$ cat config.mk
export PLATFORM = sky130hd
export DESIGN_NAME = ts_interrupt_status_clear
export DESIGN_NICKNAME = d
export VERILOG_FILES = /design/src/verilog/ts_irq_pkg.sv /design/src/verilog/ts_interrupt_status_clear.sv
export VERILOG_INCLUDE_DIRS = /design/src /design/src/verilog
export SDC_FILE = /design/constraint.sdc
export NUM_CORES = 1
export LEC_CHECK = 0
export BUFFER_PORTS_ARGS = -buffer_cell sky130_fd_sc_hd__buf_2
export CAP_MARGIN = 0
export CORE_MARGIN = 2
export CORE_UTILIZATION = 28
export CTS_CLUSTER_SIZE = 12
export DETAILED_ROUTE_END_ITERATION = 10
export GPL_TIMING_DRIVEN = 0
export HOLD_SLACK_MARGIN = 0.08
export PLACE_DENSITY_LB_ADDON = 0.2
export SLEW_MARGIN = 10
export SYNTH_ARGS = -nofsm -noshare
export SYNTH_HDL_FRONTEND = slang
export SYNTH_SLANG_ARGS = --single-unit
$ cat constraint.sdc
create_clock -name pclk -period 1.8 [get_ports pclk]
set_input_delay 0.36 -clock pclk [delete_from_list [all_inputs] [get_ports pclk]]
set_output_delay 0.36 -clock pclk [all_outputs]
set_load 0.05 [all_outputs]
$ cat src/verilog/ts_irq_map.svh
// register offsets, flag bit positions and reset values of the status clear block
`ifndef TS_IRQ_MAP_SVH
`define TS_IRQ_MAP_SVH

// ==========================================
// register byte offsets
`define STATUS_OFS 8'h00
`define CLEAR_OFS 8'h04
`define MASK_OFS 8'h08
`define CTRL_OFS 8'h0C

// ==========================================
// flag positions in status, clear and mask, and the global enable bit in control
`define TIME_EVT_LSB 16
`define WRING_LSB 8
`define RXERR_BIT 6
`define RRING0_BIT 4
`define PMAP_BIT 3
`define PASSOC_BIT 2
`define PGRP_BIT 1
`define BWORD_BIT 0
`define GLOBAL_EN_BIT 0

// ==========================================
// field masks
`define TIME_EVT_FIELD 32'h00FF0000
`define WRING_FIELD 32'h0000FF00
`define RXERR_FIELD 32'h00000040
`define RRING0_FIELD 32'h00000010
`define PMAP_FIELD 32'h00000008
`define PASSOC_FIELD 32'h00000004
`define PGRP_FIELD 32'h00000002
`define BWORD_FIELD 32'h00000001
`define FLAG_VALID 32'h00FFFF5F

// ==========================================
// reset values
`define STATUS_RST 32'h00000000
`define MASK_RST 32'h00000000
`define CTRL_RST 1'h0
`define ZERO_WORD 32'h00000000

`endif

$ cat src/verilog/ts_irq_pkg.sv
// types shared by the status clear block and its bench
package ts_irq_pkg;

	// ==========================================
	// event inputs, one-cycle pulses
	typedef struct packed {
		logic [7:0] time_event;
		logic [7:0] write_ring;
		logic rx_packet_error;
		logic read_ring0;
		logic program_map_found;
		logic program_assoc_found;
		logic picture_group_start;
		logic boundary_word;
	} event_t;

	// ==========================================
	// apb request and response
	typedef struct packed {
		logic psel;
		logic penable;
		logic pwrite;
		logic [7:0] paddr;
		logic [31:0] pwdata;
	} apb_req_t;

	typedef struct packed {
		logic [31:0] prdata;
		logic pready;
		logic pslverr;
	} apb_rsp_t;

	// ==========================================
	// whole block state
	typedef struct packed {
		logic [31:0] status;
		logic [31:0] mask;
		logic global_en;
		apb_rsp_t rsp;
		logic irq;
	} state_t;

endpackage

$ cat src/verilog/ts_interrupt_status_clear.sv
// interrupt status flags with write-one-to-clear register, mask and apb slave
// Functional notes
// - clear bits 23..16 written one drop time event flags 7..0; zeros keep them.
// - clear bits 15..8 written one drop write ring flags 7..0; zeros keep them.
// - clear bit 6 written one drops receive packet error flag; zero keeps it.
// - clear bit 4 written one drops read ring 0 flag; zero keeps it.
// - clear bit 3 written one drops program map found flag; zero keeps it.
// - clear bit 2 written one drops program association found flag; zero keeps it.
// - clear bit 1 written one drops picture group start flag; zero keeps it.
// - clear register is write-only, zero after reset; a read clears nothing, reset clears every flag.
// - clear bit 0 written one drops boundary word flag; zero keeps it.
// - flags set and clear regardless of mask bits or global enable.
//
// The APB interface to the registers and the register addresses were chosen for this implementation.
`timescale 1ns/100ps
`include "ts_irq_map.svh"

module ts_interrupt_status_clear (
	input wire logic pclk,
	input wire logic presetn,
	input wire ts_irq_pkg::apb_req_t apb_req,
	output ts_irq_pkg::apb_rsp_t apb_rsp,
	input wire ts_irq_pkg::event_t events,
	output logic [31:0] flags,
	output logic irq
);
	import ts_irq_pkg::*;

	// ==========================================
	// helpers
	function automatic logic [31:0] pack_events(input event_t e);
		logic [31:0] v;
		v = `ZERO_WORD;
		v[`TIME_EVT_LSB +: 8] = e.time_event;
		v[`WRING_LSB +: 8] = e.write_ring;
		v[`RXERR_BIT] = e.rx_packet_error;
		v[`RRING0_BIT] = e.read_ring0;
		v[`PMAP_BIT] = e.program_map_found;
		v[`PASSOC_BIT] = e.program_assoc_found;
		v[`PGRP_BIT] = e.picture_group_start;
		v[`BWORD_BIT] = e.boundary_word;
		return v;
	endfunction

	function automatic logic addr_is(input logic [7:0] a, input logic [7:0] ofs);
		return a == ofs;
	endfunction

	state_t st_reg;
	state_t st_next;
	logic [31:0] set_vec;
	logic [31:0] clr_hit;
	logic commit;
	logic mapped;
	logic [31:0] rd_word;

	// ==========================================
	// decode
	assign set_vec = pack_events(events) & `FLAG_VALID;
	assign commit = apb_req.psel & apb_req.penable & st_reg.rsp.pready;
	assign mapped = addr_is(apb_req.paddr, `STATUS_OFS) | addr_is(apb_req.paddr, `CLEAR_OFS)
		| addr_is(apb_req.paddr, `MASK_OFS) | addr_is(apb_req.paddr, `CTRL_OFS);

	// clear decode, reserved bits dropped
	always_comb begin
		clr_hit = `ZERO_WORD;
		if (commit && apb_req.pwrite) begin
			if (addr_is(apb_req.paddr, `CLEAR_OFS) || addr_is(apb_req.paddr, `STATUS_OFS)) begin
				clr_hit[`TIME_EVT_LSB +: 8] = apb_req.pwdata[`TIME_EVT_LSB +: 8];
				clr_hit[`WRING_LSB +: 8] = apb_req.pwdata[`WRING_LSB +: 8];
				clr_hit[`RXERR_BIT] = apb_req.pwdata[`RXERR_BIT];
				clr_hit[`RRING0_BIT] = apb_req.pwdata[`RRING0_BIT];
				clr_hit[`PMAP_BIT] = apb_req.pwdata[`PMAP_BIT];
				clr_hit[`PASSOC_BIT] = apb_req.pwdata[`PASSOC_BIT];
				clr_hit[`PGRP_BIT] = apb_req.pwdata[`PGRP_BIT];
				clr_hit[`BWORD_BIT] = apb_req.pwdata[`BWORD_BIT];
			end
		end
	end

	always_comb begin
		rd_word = `ZERO_WORD;
		if (addr_is(apb_req.paddr, `STATUS_OFS)) begin
			rd_word = st_reg.status;
		end else if (addr_is(apb_req.paddr, `MASK_OFS)) begin
			rd_word = st_reg.mask;
		end else if (addr_is(apb_req.paddr, `CTRL_OFS)) begin
			rd_word[`GLOBAL_EN_BIT] = st_reg.global_en;
		end
	end

	// ==========================================
	// next state
	always_comb begin
		st_next = st_reg;
		st_next.rsp.pready = 1'b0;
		st_next.status = ((st_reg.status & ~clr_hit) | set_vec) & `FLAG_VALID;
		st_next.irq = st_reg.global_en & (|(st_reg.status & st_reg.mask));
		if (apb_req.psel && !apb_req.penable) begin
			st_next.rsp.pready = 1'b1;
			st_next.rsp.pslverr = !mapped;
			st_next.rsp.prdata = apb_req.pwrite ? `ZERO_WORD : rd_word;
		end
		if (commit && apb_req.pwrite) begin
			if (addr_is(apb_req.paddr, `MASK_OFS)) begin
				st_next.mask = apb_req.pwdata & `FLAG_VALID;
			end
			if (addr_is(apb_req.paddr, `CTRL_OFS)) begin
				st_next.global_en = apb_req.pwdata[`GLOBAL_EN_BIT];
			end
		end
	end

	// ==========================================
	// state register
	always_ff @(posedge pclk or negedge presetn) begin
		if (!presetn) begin
			st_reg.status <= `STATUS_RST;
			st_reg.mask <= `MASK_RST;
			st_reg.global_en <= `CTRL_RST;
			st_reg.rsp.prdata <= `ZERO_WORD;
			st_reg.rsp.pready <= 1'b0;
			st_reg.rsp.pslverr <= 1'b0;
			st_reg.irq <= 1'b0;
		end else begin
			st_reg <= st_next;
		end
	end

	assign apb_rsp = st_reg.rsp;
	assign flags = st_reg.status;
	assign irq = st_reg.irq;
endmodule

==> out/metrics.yaml <==
status: "finished, violations left"
failed_checks: "negative setup slack"
postLayoutCellArea_mm2: 0.004949
diodes: 0
fp.dieW_um: 115.6
critPathMaxStageDelay_ps: 520
final_hold_viol_count: 0
ys_seq_area_share_pct: 50.20
hold-worst-slack_ps: 201.5
vias: 2637
htreeDepth: 3
tightestPinTransition_ps: 860.4
globalplace.congestion: 0.7195
grt_max_degree: 44
fp-row-count: 40
syn_to_final_growth_pct: 41.81
fillers: 1249
slew_viol_final: 0
placed_area_mm2: 0.004312
antenna_left: 0
setup_viol: 64
cts_buffers: 9
fin_skew_ps: 7.272
firstDrtPassIters: 4
routedWlPerCell_um: 14.36
grt_overflow: 0
die_h_um: 115.6
start_util_pct: 28.81
cp_max_fo: 10
fmax_mhz: 515.1
drcViolationCount: 0
synth.avg_cell_area_um2: 11.18
grt_pass1_vias: 2489
synthCells: 312
fin_crit_sh_pct: 107.8
clk_latency_ps: 330
ys_types: 31
grt_pass1_wl_mm: 13.28
fin_nets: 522
hpwl_mm: 6.362
antenna_found_initial: 0
cts_tree: "yes"
hold_class: "in2reg"
final_common_cell: "buf_2"
leakagePower_uw: 0.002418
required_ps: 2050
largest_reg_flops: 24
portBuffers: 102
viasPerCell: 4.199
netlist_area_mm2: 0.003490
drt_wl_total_mm: 9.018
start_kind: "input pin"
synth_warnings: 0
max-slew-margin-rel_pct: 42.64
drv_cap: 0
dieArea_mm2: 0.01337
cpMostUsedCell: "buf_6"
io_pins: 134
p_per_area_mw_per_mm2: 812.5
cts.sinks: 70
arrival_ps: 2200
irDropWorstVdd_v: 0.0002942
slowest_stage: "or4_4"
grtUsageTotal_pct: 13.50
worst_slack_ps: -141.3
ys_ff_latch: 70
drive_gt1_share_pct: 51.96
drt_iter0_markers: 69
dpl_worst_slack_ps: -613.7
path_cells: "buf_6, or4_4, or2_4, buf_6, or4_4, buf_6, o21ai_1"
cts-root-buf: "clkbuf_16"
rsz0062_at_grt: "yes"
core_mm2: 0.01211
clockBufferDepth: 2
final_cell_mix: "buf_2 (100), buf_4 (72), dfrtp_1 (70)"
cts.clk_slew.worst_paths_ps: 60
crit_type: "in2reg"
min_period_ps: 1941
end_kind: "register"
-- final timing paths --
path | start | to | slack, ps | depth (start not counted)
setup / recovery | apb_req[33] | apb_rsp[22]$_DFFE_PN0P_ | -140 | 7
hold / removal | events[2] | flags[2]$_DFF_PN0_ | 200 | 2
setup reg to reg | apb_rsp[1]$_DFF_PN0_ | flags[22]$_DFF_PN0_ | 100 | 5
hold reg to reg | apb_rsp[6]$_DFFE_PN0P_ | apb_rsp[6]$_DFFE_PN0P_ | 480 | 2
max in group asynchronous | presetn | apb_rsp[14]$_DFFE_PN0P_ | 740 | 3
min in group asynchronous | presetn | st_reg[53]$_DFFE_PN0P_ | 510 | 2
-- per-layer routing --
| metal | up-vias | wire length, µm | global-route usage, % |
|---|---|---|---|
| met4 | 0 | 127 | 5.952 |
| met5 | - | 0 | 0 |
| met3 | 9 | 648 | 3.138 |
| met1 | 1257 | 4122 | 18.10 |
| met2 | 98 | 4120 | 20.90 |
| li1 | 1273 | - | - |
-- where the power goes --
| group | switching [µW] | leakage (µW) | total (µW) | internal [µW] |
|---|---|---|---|---|
| clock | 667 | 0.000170 | 2100 | 1430 |
| combinational | 219 | 0.00139 | 340 | 121 |
| sequential | 3.42 | 0.000857 | 1580 | 1580 |
| total | 889 | 0.00242 | 4020 | 3130 |
-- cells by family after synthesis --
kind of cell	share of synthesized area (%)
other	0.1075
multiplexers	14.06
flip-flops	50.20
buffers and inverters	16.64
AO/OA/AOI/OAI	11.26
AND/OR/NAND/NOR	7.745
-- critical path: cells and delay by family --
| family | cells | cell delay (ps) |
|---|---|---|
| simple gates | 3 | 1300 |
| buf+inv | 3 | 400 |
| compound gates | 1 | 130 |
-- through the flow --
step / utilization (%) / instances / setup TNS, ps / total power, µW
4_1_cts: 39.51 / 623 / -6928 / 4069
6_report: 40.86 / 628 / -5340 / 4021
5_1_grt: 40.86 / 628 / -8098 / 4164
3_3_place_gp: 35.35 / 601 / -38400 / 1932
3_5_place_dp: 35.60 / 602 / -29470 / 1944
2_1_floorplan: - / 331 / -10780 / 1808
-- final cells by class --
cell class                      instances  area [µm²]  area share [%]
Timing Repair Buffer                  113       676.9           13.68
Inverter                                2       7.507          0.1517
Buffer                                 78       599.3           12.11
Clock buffer                           13       260.3           5.259
Tap cell                              168       210.2           4.248
Sequential cell                        70        1752           35.40
Multi-Input combinational cell        181        1353           27.33
Clock inverter                          3       90.09           1.820
-- synthesized netlist by cell type (all sizes together) --
cell type  instances  share of area, %
a21o              22               4.7
a221oi             2              0.50
a22o               2              0.50
a22oi              7               1.5
a31oi              1              0.18
buf               74                16
clkbuf             4              0.43
conb               1              0.11
dfrtp             70                50
inv                2              0.22
mux2              24               7.7
mux2i             22               6.3
nand2             45               4.8
nand2b             1              0.18
nand3              3              0.43
nand4              1              0.18
nor2               1              0.11
nor3               1              0.14
nor4               2              0.79
o21ai             21               3.3
o31a               1              0.25
o41ai              1              0.25
or2                2              0.43
or4                2              0.65
-- repair_timing --
item                                   in CTS  in global routing
pin swaps                                   1                  2
setup buffers                               3                  4
endpoints found under the hold margin      27                  0
resized for setup                          17                 30
hold buffers                                1                  0
setup endpoints to repair                  56                 63
gates cloned                                1                  1
No activity file was read; power rests on OpenSTA's default activity.
